**src/core/ldwf_pkg.sv**
```systemverilog
// Package: constants, types and register map of the line driver control
package ldwf_pkg;

   // ------------------------------------------------------------
   // Timing
   // ------------------------------------------------------------
   localparam int CLK_HZ = 50_000_000;
   localparam int PULSE_QUAL_TIME_US = 80;
   localparam int PULSE_QUAL_CYC = PULSE_QUAL_TIME_US * (CLK_HZ / 1_000_000);
   localparam int OVERLOAD_REPORT_TIME_US = 200;
   localparam int OVERLOAD_REPORT_CYC =
      OVERLOAD_REPORT_TIME_US * (CLK_HZ / 1_000_000);
   localparam int WAKE_TOL_PCT = 25;
   localparam int WAKE_MIN_CYC = PULSE_QUAL_CYC * (100 - WAKE_TOL_PCT) / 100;
   localparam int WAKE_MAX_CYC = PULSE_QUAL_CYC * (100 + WAKE_TOL_PCT) / 100;
   localparam int CNT_W = 24;

   // ------------------------------------------------------------
   // Register map (byte addresses)
   // ------------------------------------------------------------
   localparam logic [7:0] CTRL_OFS = 8'h00;
   localparam logic [7:0] STATUS_OFS = 8'h04;
   localparam logic [7:0] IRQ_STAT_OFS = 8'h08;
   localparam logic [7:0] IRQ_EN_OFS = 8'h0C;
   localparam logic [7:0] IRQ_CLR_OFS = 8'h10;
   localparam logic [7:0] WAKE_MIN_OFS = 8'h14;
   localparam logic [7:0] WAKE_MAX_OFS = 8'h18;
   localparam logic [7:0] LIMIT_QUAL_OFS = 8'h1C;
   localparam logic [7:0] SHORT_QUAL_OFS = 8'h20;

   // CTRL fields
   localparam int CTRL_EN_BIT = 0;
   localparam int CTRL_LEVEL_BIT = 1;
   localparam int CTRL_PP_BIT = 2;
   localparam logic [31:0] CTRL_RST = 32'h0000_0002;

   // STATUS / IRQ fields (same layout)
   localparam int ST_WAKE_BIT = 0;
   localparam int ST_LIMIT_BIT = 1;
   localparam int ST_SHORT_BIT = 2;
   localparam int ST_OVERTEMP_BIT = 3;
   localparam int ST_TEMP_OK_BIT = 4;
   localparam int ST_DRV_ON_BIT = 5;
   localparam int IRQ_W = 4;

   localparam logic [1:0] RESP_OKAY = 2'b00;
   localparam logic [1:0] RESP_SLVERR = 2'b10;

   // ------------------------------------------------------------
   // Types
   // ------------------------------------------------------------
   typedef enum logic [1:0] {
      LDWF_DRV_HIZ  = 2'b00,
      LDWF_DRV_SINK = 2'b01,
      LDWF_DRV_SRC  = 2'b10
   } ldwf_drv_t;

   typedef struct packed {
      logic sink_on;
      logic src_on;
   } ldwf_line_drv_t;

   typedef struct packed {
      logic wake_out_n;
      logic wake_oe;
      logic limit_flag_n;
      logic limit_oe;
      logic short_circuit_flag;
      logic short_oe;
      logic temp_ok_n;
      logic temp_oe;
   } ldwf_od_t;

endpackage

```
**src/core/ldwf_timer.sv**
```systemverilog
// Duration counter: measures how long a level has been high
`timescale 1ns/1ps
`default_nettype none
module ldwf_timer (
   input wire logic aclk,
   input wire logic aresetn,
   input wire logic level,
   output logic [ldwf_pkg::CNT_W-1:0] count,
   output logic fell,
   output logic [ldwf_pkg::CNT_W-1:0] last_len
);
   logic level_reg;

   // ------------------------------------------------------------
   // Saturating count while high
   // ------------------------------------------------------------
   always_ff @(posedge aclk) begin
      if (!aresetn) begin
         count <= '0;
      end else if (!level) begin
         count <= '0;
      end else if (count != {ldwf_pkg::CNT_W{1'b1}}) begin
         count <= count + 1'b1;
      end
   end

   always_ff @(posedge aclk) begin
      if (!aresetn) begin
         level_reg <= 1'b0;
         fell <= 1'b0;
         last_len <= '0;
      end else begin
         level_reg <= level;
         fell <= level_reg && !level;
         if (level_reg && !level) begin
            last_len <= count;
         end
      end
   end
endmodule
`default_nettype wire

```
**src/core/ldwf_core.sv**
```systemverilog
// Line driver control, wake detection and fault reporting with AXI4-Lite
//
// The implementer's own choices: the register addresses and the AXI4-Lite register port.
`timescale 1ns/1ps
`default_nettype none
module ldwf_core (
   input wire logic aclk,
   input wire logic aresetn,
   input wire logic [7:0] s_axi_awaddr,
   input wire logic s_axi_awvalid,
   output logic s_axi_awready,
   input wire logic [31:0] s_axi_wdata,
   input wire logic [3:0] s_axi_wstrb,
   input wire logic s_axi_wvalid,
   output logic s_axi_wready,
   output logic [1:0] s_axi_bresp,
   output logic s_axi_bvalid,
   input wire logic s_axi_bready,
   input wire logic [7:0] s_axi_araddr,
   input wire logic s_axi_arvalid,
   output logic s_axi_arready,
   output logic [31:0] s_axi_rdata,
   output logic [1:0] s_axi_rresp,
   output logic s_axi_rvalid,
   input wire logic s_axi_rready,
   input wire logic line_io_in,
   input wire logic at_limit,
   input wire logic over_temp,
   input wire logic temp_warn,
   output logic line_sink_on,
   output logic line_src_on,
   output logic regulator_en,
   output logic wake_out_n_o,
   output logic wake_out_oe,
   output logic limit_flag_n_o,
   output logic limit_flag_n_oe,
   output logic short_circuit_flag_o,
   output logic short_circuit_flag_oe,
   output logic temp_ok_n_o,
   output logic temp_ok_n_oe,
   output logic irq
);
   logic [31:0] ctrl_reg;
   logic [ldwf_pkg::CNT_W-1:0] wake_min_reg;
   logic [ldwf_pkg::CNT_W-1:0] wake_max_reg;
   logic [ldwf_pkg::CNT_W-1:0] limit_qual_reg;
   logic [ldwf_pkg::CNT_W-1:0] short_qual_reg;
   logic [ldwf_pkg::IRQ_W-1:0] irq_stat_reg;
   logic [ldwf_pkg::IRQ_W-1:0] irq_stat_next;
   logic [ldwf_pkg::IRQ_W-1:0] irq_en_reg;
   logic [ldwf_pkg::IRQ_W-1:0] irq_clr;
   logic [ldwf_pkg::CNT_W-1:0] lim_count;
   logic [ldwf_pkg::CNT_W-1:0] lim_len;
   logic lim_fell;
   logic wake_pulse;
   logic wake_reg;
   logic limit_reg;
   logic short_reg;
   logic otp_reg;
   logic temp_ok_reg;
   logic otp_fall;
   ldwf_pkg::ldwf_drv_t drv_next;
   ldwf_pkg::ldwf_line_drv_t drv_reg;
   ldwf_pkg::ldwf_od_t od;
   logic line_io_reg;

   logic [7:0] aw_addr_reg;
   logic aw_have_reg;
   logic [31:0] w_data_reg;
   logic [3:0] w_strb_reg;
   logic w_have_reg;
   logic wr_fire;
   logic wr_ok;

   // Byte-lane merge, used by every writable register except the one at IRQ_CLR_OFS
   function automatic logic [31:0] merge(input logic [31:0] old,
                                          input logic [31:0] data,
                                          input logic [3:0] strb);
      logic [31:0] r;
      r = old;
      for (int i = 0; i < 4; i++) begin
         if (strb[i]) begin
            r[i*8 +: 8] = data[i*8 +: 8];
         end
      end
      return r;
   endfunction

   function automatic logic addr_ok(input logic [7:0] a);
      return a == ldwf_pkg::CTRL_OFS || a == ldwf_pkg::STATUS_OFS ||
             a == ldwf_pkg::IRQ_STAT_OFS || a == ldwf_pkg::IRQ_EN_OFS ||
             a == ldwf_pkg::IRQ_CLR_OFS || a == ldwf_pkg::WAKE_MIN_OFS ||
             a == ldwf_pkg::WAKE_MAX_OFS || a == ldwf_pkg::LIMIT_QUAL_OFS ||
             a == ldwf_pkg::SHORT_QUAL_OFS;
   endfunction

   // ------------------------------------------------------------
   // Driver mode decode
   // ------------------------------------------------------------
   always_comb begin
      drv_next = ldwf_pkg::LDWF_DRV_HIZ;
      // Thermal shutdown overrides the inputs; on cooling they rule again
      if (!otp_reg && ctrl_reg[ldwf_pkg::CTRL_EN_BIT]) begin
         if (ctrl_reg[ldwf_pkg::CTRL_LEVEL_BIT]) begin
            drv_next = ldwf_pkg::LDWF_DRV_SINK;
         end else begin
            drv_next = ldwf_pkg::LDWF_DRV_SRC;
         end
      end
   end

   // Push-pull and switch modes share one truth table; the mode bit only
   // tells the wake detector that the node is already communicating
   always_ff @(posedge aclk) begin
      if (!aresetn) begin
         drv_reg <= '0;
      end else begin
         drv_reg.sink_on <= drv_next == ldwf_pkg::LDWF_DRV_SINK;
         drv_reg.src_on <= drv_next == ldwf_pkg::LDWF_DRV_SRC;
      end
   end

   // ------------------------------------------------------------
   // Thermal supervision
   // ------------------------------------------------------------
   always_ff @(posedge aclk) begin
      if (!aresetn) begin
         otp_reg <= 1'b0;
         temp_ok_reg <= 1'b0;
      end else begin
         otp_reg <= over_temp;
         // Re-enable follows over_temp alone; temperature-good also waits for temp_warn low
         if (otp_fall) begin
            temp_ok_reg <= 1'b0;
         end else begin
            temp_ok_reg <= !temp_warn && !over_temp;
         end
      end
   end
   assign otp_fall = otp_reg && !over_temp;

   // ------------------------------------------------------------
   // Limit duration measurement
   // ------------------------------------------------------------
   ldwf_timer u_lim_timer (
      .aclk(aclk),
      .aresetn(aresetn),
      .level(at_limit),
      .count(lim_count),
      .fell(lim_fell),
      .last_len(lim_len)
   );

   always_ff @(posedge aclk) begin
      if (!aresetn) begin
         line_io_reg <= 1'b0;
      end else begin
         line_io_reg <= line_io_in;
      end
   end

   // A wake is a limit episode whose length falls inside the window
   assign wake_pulse = lim_fell && !ctrl_reg[ldwf_pkg::CTRL_PP_BIT] &&
                       lim_len >= wake_min_reg &&
                       lim_len <= wake_max_reg;

   always_ff @(posedge aclk) begin
      if (!aresetn) begin
         wake_reg <= 1'b0;
      end else if (wake_pulse) begin
         wake_reg <= 1'b1;
      end else if (irq_clr[ldwf_pkg::ST_WAKE_BIT]) begin
         // Held until software acknowledges; receive switch is its job
         wake_reg <= 1'b0;
      end
   end

   always_ff @(posedge aclk) begin
      if (!aresetn) begin
         limit_reg <= 1'b0;
         short_reg <= 1'b0;
      end else begin
         limit_reg <= at_limit && lim_count > limit_qual_reg;
         short_reg <= at_limit && lim_count > short_qual_reg;
      end
   end

   // ------------------------------------------------------------
   // Open-drain status outputs
   // ------------------------------------------------------------
   always_comb begin
      od.wake_out_n = 1'b0;
      od.wake_oe = wake_reg;
      od.limit_flag_n = 1'b0;
      od.limit_oe = limit_reg;
      od.short_circuit_flag = 1'b0;
      od.short_oe = short_reg;
      od.temp_ok_n = 1'b0;
      od.temp_oe = temp_ok_reg;
   end

   assign wake_out_n_o = od.wake_out_n;
   assign wake_out_oe = od.wake_oe;
   assign limit_flag_n_o = od.limit_flag_n;
   assign limit_flag_n_oe = od.limit_oe;
   assign short_circuit_flag_o = od.short_circuit_flag;
   assign short_circuit_flag_oe = od.short_oe;
   assign temp_ok_n_o = od.temp_ok_n;
   assign temp_ok_n_oe = od.temp_oe;
   assign line_sink_on = drv_reg.sink_on;
   assign line_src_on = drv_reg.src_on;
   assign regulator_en = !otp_reg;

   // ------------------------------------------------------------
   // Interrupts
   // ------------------------------------------------------------
   always_comb begin
      irq_stat_next = irq_stat_reg & ~irq_clr;
      // Set beats clear in the same cycle
      if (wake_pulse) irq_stat_next[ldwf_pkg::ST_WAKE_BIT] = 1'b1;
      if (at_limit && lim_count == limit_qual_reg)
         irq_stat_next[ldwf_pkg::ST_LIMIT_BIT] = 1'b1;
      if (at_limit && lim_count == short_qual_reg)
         irq_stat_next[ldwf_pkg::ST_SHORT_BIT] = 1'b1;
      if (over_temp && !otp_reg)
         irq_stat_next[ldwf_pkg::ST_OVERTEMP_BIT] = 1'b1;
   end

   always_ff @(posedge aclk) begin
      if (!aresetn) begin
         irq_stat_reg <= '0;
         irq <= 1'b0;
      end else begin
         irq_stat_reg <= irq_stat_next;
         irq <= |(irq_stat_next & irq_en_reg);
      end
   end

   // ------------------------------------------------------------
   // AXI4-Lite write channel
   // ------------------------------------------------------------
   assign s_axi_awready = !aw_have_reg && !s_axi_bvalid;
   assign s_axi_wready = !w_have_reg && !s_axi_bvalid;
   assign wr_fire = aw_have_reg && w_have_reg;
   assign wr_ok = addr_ok(aw_addr_reg);

   always_ff @(posedge aclk) begin
      if (!aresetn) begin
         aw_have_reg <= 1'b0;
         aw_addr_reg <= '0;
         w_have_reg <= 1'b0;
         w_data_reg <= '0;
         w_strb_reg <= '0;
      end else begin
         if (s_axi_awvalid && s_axi_awready) begin
            aw_have_reg <= 1'b1;
            aw_addr_reg <= s_axi_awaddr;
         end else if (wr_fire) begin
            aw_have_reg <= 1'b0;
         end
         if (s_axi_wvalid && s_axi_wready) begin
            w_have_reg <= 1'b1;
            w_data_reg <= s_axi_wdata;
            w_strb_reg <= s_axi_wstrb;
         end else if (wr_fire) begin
            w_have_reg <= 1'b0;
         end
      end
   end

   always_ff @(posedge aclk) begin
      if (!aresetn) begin
         s_axi_bvalid <= 1'b0;
         s_axi_bresp <= ldwf_pkg::RESP_OKAY;
      end else if (wr_fire) begin
         s_axi_bvalid <= 1'b1;
         s_axi_bresp <= wr_ok ? ldwf_pkg::RESP_OKAY : ldwf_pkg::RESP_SLVERR;
      end else if (s_axi_bready) begin
         s_axi_bvalid <= 1'b0;
      end
   end

   assign irq_clr = (wr_fire && aw_addr_reg == ldwf_pkg::IRQ_CLR_OFS &&
                     w_strb_reg[0]) ? w_data_reg[ldwf_pkg::IRQ_W-1:0] : '0;

   always_ff @(posedge aclk) begin
      if (!aresetn) begin
         ctrl_reg <= ldwf_pkg::CTRL_RST;
         irq_en_reg <= '0;
         wake_min_reg <= ldwf_pkg::CNT_W'(ldwf_pkg::WAKE_MIN_CYC);
         wake_max_reg <= ldwf_pkg::CNT_W'(ldwf_pkg::WAKE_MAX_CYC);
         limit_qual_reg <= ldwf_pkg::CNT_W'(ldwf_pkg::PULSE_QUAL_CYC);
         short_qual_reg <= ldwf_pkg::CNT_W'(ldwf_pkg::OVERLOAD_REPORT_CYC);
      end else if (wr_fire) begin
         unique case (aw_addr_reg)
            ldwf_pkg::CTRL_OFS: begin
               ctrl_reg <= merge(ctrl_reg, w_data_reg, w_strb_reg) &
                           32'h0000_0007;
            end
            ldwf_pkg::IRQ_EN_OFS: begin
               irq_en_reg <= ldwf_pkg::IRQ_W'(merge({28'h000_0000,
                  irq_en_reg}, w_data_reg, w_strb_reg));
            end
            ldwf_pkg::WAKE_MIN_OFS: begin
               wake_min_reg <= ldwf_pkg::CNT_W'(merge({8'h00,
                  wake_min_reg}, w_data_reg, w_strb_reg));
            end
            ldwf_pkg::WAKE_MAX_OFS: begin
               wake_max_reg <= ldwf_pkg::CNT_W'(merge({8'h00,
                  wake_max_reg}, w_data_reg, w_strb_reg));
            end
            ldwf_pkg::LIMIT_QUAL_OFS: begin
               limit_qual_reg <= ldwf_pkg::CNT_W'(merge({8'h00,
                  limit_qual_reg}, w_data_reg, w_strb_reg));
            end
            ldwf_pkg::SHORT_QUAL_OFS: begin
               short_qual_reg <= ldwf_pkg::CNT_W'(merge({8'h00,
                  short_qual_reg}, w_data_reg, w_strb_reg));
            end
            default: begin
            end
         endcase
      end
   end

   // ------------------------------------------------------------
   // AXI4-Lite read channel
   // ------------------------------------------------------------
   assign s_axi_arready = !s_axi_rvalid;

   always_ff @(posedge aclk) begin
      if (!aresetn) begin
         s_axi_rvalid <= 1'b0;
         s_axi_rdata <= '0;
         s_axi_rresp <= ldwf_pkg::RESP_OKAY;
      end else if (s_axi_arvalid && s_axi_arready) begin
         s_axi_rvalid <= 1'b1;
         s_axi_rresp <= addr_ok(s_axi_araddr) ? ldwf_pkg::RESP_OKAY :
                        ldwf_pkg::RESP_SLVERR;
         unique case (s_axi_araddr)
            ldwf_pkg::CTRL_OFS: s_axi_rdata <= ctrl_reg;
            ldwf_pkg::STATUS_OFS: s_axi_rdata <= {26'h000_0000,
               drv_reg.sink_on | drv_reg.src_on, temp_ok_reg, otp_reg,
               short_reg, limit_reg, wake_reg};
            ldwf_pkg::IRQ_STAT_OFS: s_axi_rdata <= {28'h000_0000, irq_stat_reg};
            ldwf_pkg::IRQ_EN_OFS: s_axi_rdata <= {28'h000_0000, irq_en_reg};
            ldwf_pkg::WAKE_MIN_OFS: s_axi_rdata <= {8'h00, wake_min_reg};
            ldwf_pkg::WAKE_MAX_OFS: s_axi_rdata <= {8'h00, wake_max_reg};
            ldwf_pkg::LIMIT_QUAL_OFS: s_axi_rdata <= {8'h00, limit_qual_reg};
            ldwf_pkg::SHORT_QUAL_OFS: s_axi_rdata <= {8'h00, short_qual_reg};
            default: s_axi_rdata <= {31'h0000_0000, line_io_reg};
         endcase
      end else if (s_axi_rready) begin
         s_axi_rvalid <= 1'b0;
      end
   end
endmodule
`default_nettype wire

```
**config.mk**
```make
export PLATFORM = sky130hd
export DESIGN_NAME = ldwf_core
export DESIGN_NICKNAME = d
export VERILOG_FILES = /design/src/core/ldwf_pkg.sv /design/src/core/ldwf_timer.sv /design/src/core/ldwf_core.sv
export SDC_FILE = /design/constraint.sdc
export NUM_CORES = 1
export LEC_CHECK = 0
export BUFFER_PORTS_ARGS = -buffer_cell sky130_fd_sc_hd__buf_2
export CAP_MARGIN = 20
export CORE_AREA = 2 2 176 178
export DETAILED_ROUTE_END_ITERATION = 16
export DIE_AREA = 0 0 178 180
export SLEW_MARGIN = 0
export SYNTH_ARGS = -nofsm -noshare
export SYNTH_HDL_FRONTEND = slang
export SYNTH_SLANG_ARGS = --single-unit
```
**constraint.sdc**
```tcl
create_clock -name aclk -period 2.7 [get_ports aclk]
set_clock_uncertainty 0.1 [all_clocks]
set_input_delay 0.135 -clock aclk [delete_from_list [all_inputs] [get_ports aclk]]
set_output_delay 0.135 -clock aclk [all_outputs]
set_load 0.01 [all_outputs]
```
Yosys cells after proc, flatten, opt, wreduce, memory -nomap -nowiden
Index checks and enable logic that the tools add are counted.
Widths: inputs -> output; s select.
{"block": "word_totals", "register_bits": 241, "elab_cells": 157}
{"block": "op_classes", "add_sub_neg": 1, "order_cmp": 4, "n_eq_ne": 21, "mux": 19, "bitwise_logic": 5, "n_reduce_logical": 69}
{"op": "$pmux 24 s8", "n": 1}
{"op": "$eq 8x5->1 const B", "n": 8}
{"op": "$eq 24x24->1", "n": 2}
{"op": "$gt 24x24->1", "n": 2}
{"op": "$reduce_and 3->1", "n": 14}
{"op": "$eq 8x4->1 const B", "n": 4}
{"op": "$add 24x1->24 const B", "n": 1}
{"op": "$ge 24x24->1", "n": 1}
{"op": "$le 24x24->1", "n": 1}
{"op": "$ne 24x24->1 const B", "n": 1}
{"op": "$logic_and 1x1->1", "n": 20}
{"op": "$eq 8x3->1 const B", "n": 2}
{"op": "$eq 8x6->1 const B", "n": 2}
{"op": "$logic_not 8->1", "n": 2}
{"op": "$logic_or 1x1->1", "n": 16}
{"op": "$mux 1", "n": 13}
{"op": "$reduce_bool 2->1", "n": 5}
{"op": "$logic_not 1->1", "n": 9}
{"op": "$and 4x4->4", "n": 2}
{"op": "$mux 2", "n": 4}
{"op": "$mux 4", "n": 1}
{"op": "$not 4->4", "n": 1}
{"op": "$reduce_or 4->1", "n": 1}
{"op": "$eq 2x1->1 const B", "n": 1}
{"op": "5 further kinds", "n": 5}

Logic depth before layout (Yosys ltp)
{"block": "logic_depth", "word_depth": 10, "depth_mapped": 9}

Modules after synthesis
Synthesis repeated with hierarchy kept, for this count alone.
{"block": "unflattened", "cells_unflattened": 1486, "hier_area_um2": 12353.1}
{"mod": "ldwf_core", "instances": 1, "cells_each": 1215, "area_per_inst_um2": 10039.6}
{"mod": "ldwf_timer", "instances": 1, "cells_each": 271, "area_per_inst_um2": 2313.5}

Least setup slack after synthesis
Ideal clock, no wire load.
{"block": "synth_path", "path_kind": "register to register", "startpoint": "register wake_min_reg[13] in the netlist's numbering", "endpoint": "register irq", "setup_time_ps": 122, "t_arrival_ps": 1948, "required_time_ps": 2478, "path_slack_ps": 531, "path_stages_with_launch": 10, "path_buffers": 0, "period_less_slack_ps": 2169, "path_cell_list": "dfxtp_1 -> inv_1 -> ha_1 -> a21o_1 -> a221o_1 -> a221oi_1 -> o21ai_1 -> o21ai_0 -> o21ai_1 -> a221o_1"}
{"block": "synth_between", "elab_chain_len": 6}
{"element": "start, declared", "line_no": "ldwf_core.sv:44", "source": "logic [ldwf_pkg::CNT_W-1:0] wake_min_reg;"}
{"element": "start signal, assigned", "line_no": "ldwf_core.sv:290", "source": "wake_min_reg <= ldwf_pkg::CNT_W'(ldwf_pkg::WAKE_MIN_CYC);"}
{"element": "start signal, assigned", "line_no": "ldwf_core.sv:305", "source": "wake_min_reg <= ldwf_pkg::CNT_W'(merge({8'h00,"}
{"element": "$ge 24x24->1", "line_no": "ldwf_core.sv:164", "source": "lim_len >= wake_min_reg &&"}
{"element": "$logic_and 1x1->1", "line_no": "ldwf_core.sv:163", "source": "assign wake_pulse = lim_fell && !ctrl_reg[ldwf_pkg::CTRL_PP_BIT] &&"}
{"element": "$logic_and 1x1->1", "line_no": "ldwf_core.sv:164"}
{"element": "$mux 1", "line_no": "ldwf_core.sv:220", "source": "if (wake_pulse) irq_stat_next[ldwf_pkg::ST_WAKE_BIT] = 1'b1;"}
{"element": "$and 4x4->4", "line_no": "ldwf_core.sv:235", "source": "irq <= |(irq_stat_next & irq_en_reg);"}
{"element": "$reduce_or 4->1", "line_no": "ldwf_core.sv:235"}
{"element": "end signal, assigned", "line_no": "ldwf_core.sv:235"}
{"element": "end, declared", "line_no": "ldwf_core.sv:41", "source": "output logic irq"}
Every way passes these cells.
A chain may end at the register's enable or synchronous reset.

Worst setup path in the final report
{"block": "layout_path", "startpoint": "register wake_max_reg[21] in the netlist's numbering", "endpoint": "register irq"}
{"block": "layout_between", "elab_chain_len": 5}
{"element": "start, declared", "line_no": "ldwf_core.sv:45", "source": "logic [ldwf_pkg::CNT_W-1:0] wake_max_reg;"}
{"element": "start signal, assigned", "line_no": "ldwf_core.sv:291", "source": "wake_max_reg <= ldwf_pkg::CNT_W'(ldwf_pkg::WAKE_MAX_CYC);"}
{"element": "start signal, assigned", "line_no": "ldwf_core.sv:309", "source": "wake_max_reg <= ldwf_pkg::CNT_W'(merge({8'h00,"}
{"element": "$le 24x24->1 (not written as such)", "line_no": "ldwf_core.sv:165", "source": "lim_len <= wake_max_reg;"}
{"element": "$logic_and 1x1->1", "line_no": "ldwf_core.sv:164"}
{"element": "$mux 1", "line_no": "ldwf_core.sv:220"}
{"element": "$and 4x4->4", "line_no": "ldwf_core.sv:235"}
{"element": "$reduce_or 4->1", "line_no": "ldwf_core.sv:235"}
Every way passes these cells.

==> run_summary.xml <==
<?xml version="1.0" encoding="UTF-8"?>
<metrics>
  <group name="run_status">
    <metric name="status" unit="">completed</metric>
  </group>
  <group name="logic_synthesis">
    <metric name="synthDistinctLibCells" unit="">65</metric>
    <metric name="synth-async-reset-ratio" unit="">0</metric>
    <metric name="number_of_synthesized_flops_with_an_enable_pin" unit="">0</metric>
    <metric name="post_synth_instance_area" unit="mm2">0.01187</metric>
    <metric name="ys_warn_count" unit="">0</metric>
    <metric name="ys_seq_area_frac" unit="">0.3896</metric>
    <metric name="postSynth.topFlopCell" unit="">sky130_fd_sc_hd__dfxtp_1</metric>
    <metric name="synthesis.area_per_instance" unit="um2">8.496</metric>
    <metric name="synth_seq_cells" unit="">231</metric>
    <metric name="synth_cells" unit="">1397</metric>
  </group>
  <group name="route">
    <metric name="initialDrtViolationCount" unit="">659</metric>
    <metric name="routed_wl" unit="um">34540</metric>
    <metric name="routed_len_inst" unit="um">17.58</metric>
    <metric name="remaining_drc_errors" unit="">0</metric>
    <metric name="detail-route-antenna-nets" unit="">0</metric>
    <metric name="dr.pass1.iters" unit="">5</metric>
    <metric name="detail_route.vias_per_cell" unit="">5.230</metric>
    <metric name="detailroute.via_count" unit="">10280</metric>
  </group>
  <group name="grt">
    <metric name="grt_pass1_wl" unit="um">54450</metric>
    <metric name="gr-usage-all-layers" unit="">0.2135</metric>
    <metric name="grt_pass1_vias" unit="">9958</metric>
    <metric name="grt.overflow.total" unit="">0</metric>
    <metric name="antenna_found_initial" unit="">0</metric>
    <metric name="pin_count_of_the_biggest_net_entering_global_routing" unit="">82</metric>
  </group>
  <group name="setup_path">
    <metric name="library_cell_contributing_the_largest_single_delay_on_the_critical_path" unit="">sky130_fd_sc_hd__nor4_2</metric>
    <metric name="path_cells" unit="">inv_1, ha_1, nand4_1, nor4_2, o221ai_1, a21oi_1, o21ai_1, a221o_1</metric>
    <metric name="critical-path-max-stage-delay" unit="ns">0.51</metric>
    <metric name="critical_path_peak_fanout" unit="">3</metric>
    <metric name="crit_path_arrival_time" unit="ns">2.86</metric>
    <metric name="startpoint_type" unit="">flop</metric>
    <metric name="critical-path-top-delay-family" unit="">compound AO/OA/AOI/OAI gates</metric>
    <metric name="setup_crit_path_kind" unit="">reg2reg</metric>
    <metric name="cp_data_required_time" unit="ns">3.03</metric>
    <metric name="worstPathBufferInverterCount" unit="">1</metric>
    <metric name="endpoint_kind" unit="">flop</metric>
  </group>
  <group name="finish">
    <metric name="final_core_util" unit="">0.4740</metric>
    <metric name="final_common_cell" unit="">sky130_fd_sc_hd__nand2_1</metric>
    <metric name="layout.nets" unit="">1710</metric>
    <metric name="antennaDiodeCount" unit="">0</metric>
    <metric name="final_cell_mix" unit="">280 x sky130_fd_sc_hd__nand2_1, 231 x sky130_fd_sc_hd__dfxtp_1, 105 x sky130_fd_sc_hd__inv_1, 105 x sky130_fd_sc_hd__a21boi_0, 97 x sky130_fd_sc_hd__ha_1</metric>
    <metric name="final_layout_size_suffix_gt1_frac" unit="">0.1185</metric>
    <metric name="syn2layout_area_growth" unit="%">20.56</metric>
    <metric name="post_layout_nonfiller_instances" unit="">1965</metric>
    <metric name="postLayoutCellArea" unit="mm2">0.01431</metric>
  </group>
  <group name="power">
    <metric name="ir_worst_vdd" unit="mV">0.4557</metric>
    <metric name="leakage_power" unit="nW">5.997</metric>
    <metric name="power-per-cell-area" unit="mW/mm2">544.3</metric>
    <metric name="power_total" unit="mW">7.788</metric>
  </group>
  <group name="clock_tree">
    <metric name="clock_transition_at_the_registers_of_the_reported_paths" unit="ns">0.06</metric>
    <metric name="post-cts-setup-buffers" unit="">0</metric>
    <metric name="ctsLongestPathBuffers" unit="">3</metric>
    <metric name="cts_made_buffers" unit="">26</metric>
    <metric name="tritoncts_num_sinks" unit="">231</metric>
    <metric name="tritoncts" unit="">yes</metric>
    <metric name="root_buffer" unit="">sky130_fd_sc_hd__clkbuf_16</metric>
    <metric name="clkLatencyLatePin" unit="ns">0.54</metric>
    <metric name="clock_tree.htree_level_count" unit="">1</metric>
  </group>
  <group name="job">
    <metric name="maxCapViolCount" unit="">0</metric>
  </group>
  <group name="floorplanning">
    <metric name="ports" unit="">116</metric>
    <metric name="chipHeight" unit="um">180</metric>
    <metric name="effective_utilization_at_floorplan" unit="">0.3932</metric>
    <metric name="floorplan.core_area" unit="mm2">0.03019</metric>
    <metric name="dieArea" unit="mm2">0.03204</metric>
    <metric name="num_rows" unit="">64</metric>
    <metric name="die_width" unit="um">178</metric>
  </group>
  <group name="timing">
    <metric name="slew_violations" unit="">0</metric>
    <metric name="rsz_0062_raised_after_global_routing" unit="">false</metric>
    <metric name="post-route-min-period" unit="ns">2.536</metric>
    <metric name="worst-slew-pin-transition" unit="ns">0.7168</metric>
    <metric name="clock.fmax" unit="MHz">394.4</metric>
    <metric name="max-slew-margin-rel" unit="">0.5210</metric>
    <metric name="finalHoldViolations" unit="">0</metric>
    <metric name="setup_viol" unit="">0</metric>
    <metric name="worst_hold_slack" unit="ns">0.03702</metric>
    <metric name="fin_crit_sh" unit="">0.9391</metric>
  </group>
  <group name="min_path">
    <metric name="min_path_type" unit="">in2reg</metric>
  </group>
  <group name="placed_design">
    <metric name="finalWeightedCongestion" unit="">0.8904</metric>
    <metric name="number_of_buffers_inserted_by_port_buffering" unit="">92</metric>
    <metric name="detailed_place_hpwl" unit="um">24610</metric>
    <metric name="cell_area_after_placement" unit="mm2">0.01277</metric>
    <metric name="placed_cells" unit="">1854</metric>
  </group>
</metrics>
[cells by family (layout without fill, tap and decap cells)]
group,after synthesis,in the layout,synth area share
and+or+nand+nor,512,512,0.2015
AOI/OAI and AO/OA,294,294,0.1775
DFF,231,231,0.3896
buffers and inverters,183,342,0.06441
adders and majority gates,97,97,0.1023
muxes,58,58,0.04891
xor gates and xnor gates,21,21,0.01550
other,1,14,0.0003160
[stage by stage]
step | setup WS, ns | TNS [ns]
finish | 0.1644 | 0
global route | 0.02121 | 0
CTS | 0.1353 | 0
detailed placement | -0.05641 | -0.05641
global placement | -0.04246 | -0.04246
floorplan | 0.5306 | 0
[Yosys cell counts, types with 4 or more instances]
cell	n	area (um2)
sky130_fd_sc_hd__a211oi_1	7	52.55
sky130_fd_sc_hd__nand4_1	23	143.9
sky130_fd_sc_hd__nand2_1	280	1051
sky130_fd_sc_hd__nand2b_1	7	43.79
sky130_fd_sc_hd__nor4_1	4	25.02
sky130_fd_sc_hd__nand3_1	24	120.1
sky130_fd_sc_hd__a21o_1	4	30.03
sky130_fd_sc_hd__a221oi_1	23	201.4
sky130_fd_sc_hd__inv_1	105	394.1
sky130_fd_sc_hd__dfxtp_1	231	4624
sky130_fd_sc_hd__nor2b_1	46	287.8
sky130_fd_sc_hd__buf_2	14	70.07
sky130_fd_sc_hd__xnor2_1	7	61.31
sky130_fd_sc_hd__nor2_1	67	251.5
sky130_fd_sc_hd__a21boi_0	105	788.3
sky130_fd_sc_hd__and2_1	9	56.30
sky130_fd_sc_hd__o21ai_0	44	220.2
sky130_fd_sc_hd__o21a_1	8	60.06
sky130_fd_sc_hd__or3_1	4	25.02
sky130_fd_sc_hd__a221o_1	20	200.2
sky130_fd_sc_hd__a31oi_1	8	50.05
sky130_fd_sc_hd__buf_4	14	105.1
sky130_fd_sc_hd__xor2_1	14	122.6
sky130_fd_sc_hd__and3_1	9	56.30
sky130_fd_sc_hd__ha_1	97	1214
sky130_fd_sc_hd__clkbuf_1	49	183.9
sky130_fd_sc_hd__a21oi_1	36	180.2
sky130_fd_sc_hd__a2111oi_0	6	52.55
sky130_fd_sc_hd__o211ai_1	13	97.59
sky130_fd_sc_hd__nor3_1	12	60.06
sky130_fd_sc_hd__mux2i_1	58	580.6
[metal layers]
metal | part of all wire | track usage | vias up | wire length [um]
met5 | 0 | 0 | - | 0
met4 | 0.030 | 0.06164 | 0 | 1028
met3 | 0.039 | 0.02369 | 55 | 1334
met2 | 0.45 | 0.3450 | 213 | 15570
met1 | 0.48 | 0.2990 | 4899 | 16600
li1 | - | - | 5109 | -
[report_power, final]
part / internal (mW) / total (mW) / switching [mW] / leakage, nW
Sequential: 3.48 / 3.56 / 0.0768 / 1.87
Combinational: 0.246 / 0.536 / 0.290 / 3.70
Clock: 2.22 / 3.69 / 1.47 / 0.427
[worst min-delay path, stage by stage]
cell,delay (ns)
sky130_fd_sc_hd__buf_2,0.10
sky130_fd_sc_hd__nor3b_2,0.07
sky130_fd_sc_hd__nor3_1,0.18
sky130_fd_sc_hd__a21oi_1,0.06
sky130_fd_sc_hd__nor2b_1,0.09
[repair_timing]
action,CTS,global route
hold buffers,64,0
gates resized for setup,1,0
hold endpoints to repair,62,0
endpoints found under the setup margin,1,0
[area by class of cell]
cell class                 count  area (um2)
multi-input combinational    996        6546
sequential                   231        4624
fill                        2932       15880
inverter                     105       394.1
timing repair buffer         190        1359
clock buffer                  37       753.2
tap                          396       495.5
clock inverter                10       136.4
[path summary, 6_finish.rpt]
| kind | from | slack, ns | depth (start not counted) | to |
|---|---|---|---|---|
| hold reg to reg | limit_flag_n_oe | 0.35 | 2 | s_axi_rdata[1] |
| hold / removal | s_axi_araddr[1] | 0.04 | 5 | s_axi_rresp[1] |
| setup / recovery | wake_max_reg[21] | 0.16 | 8 | irq |
| setup reg to reg | wake_max_reg[21] | 0.16 | 8 | irq |
(Power assumes the default switching activity.)
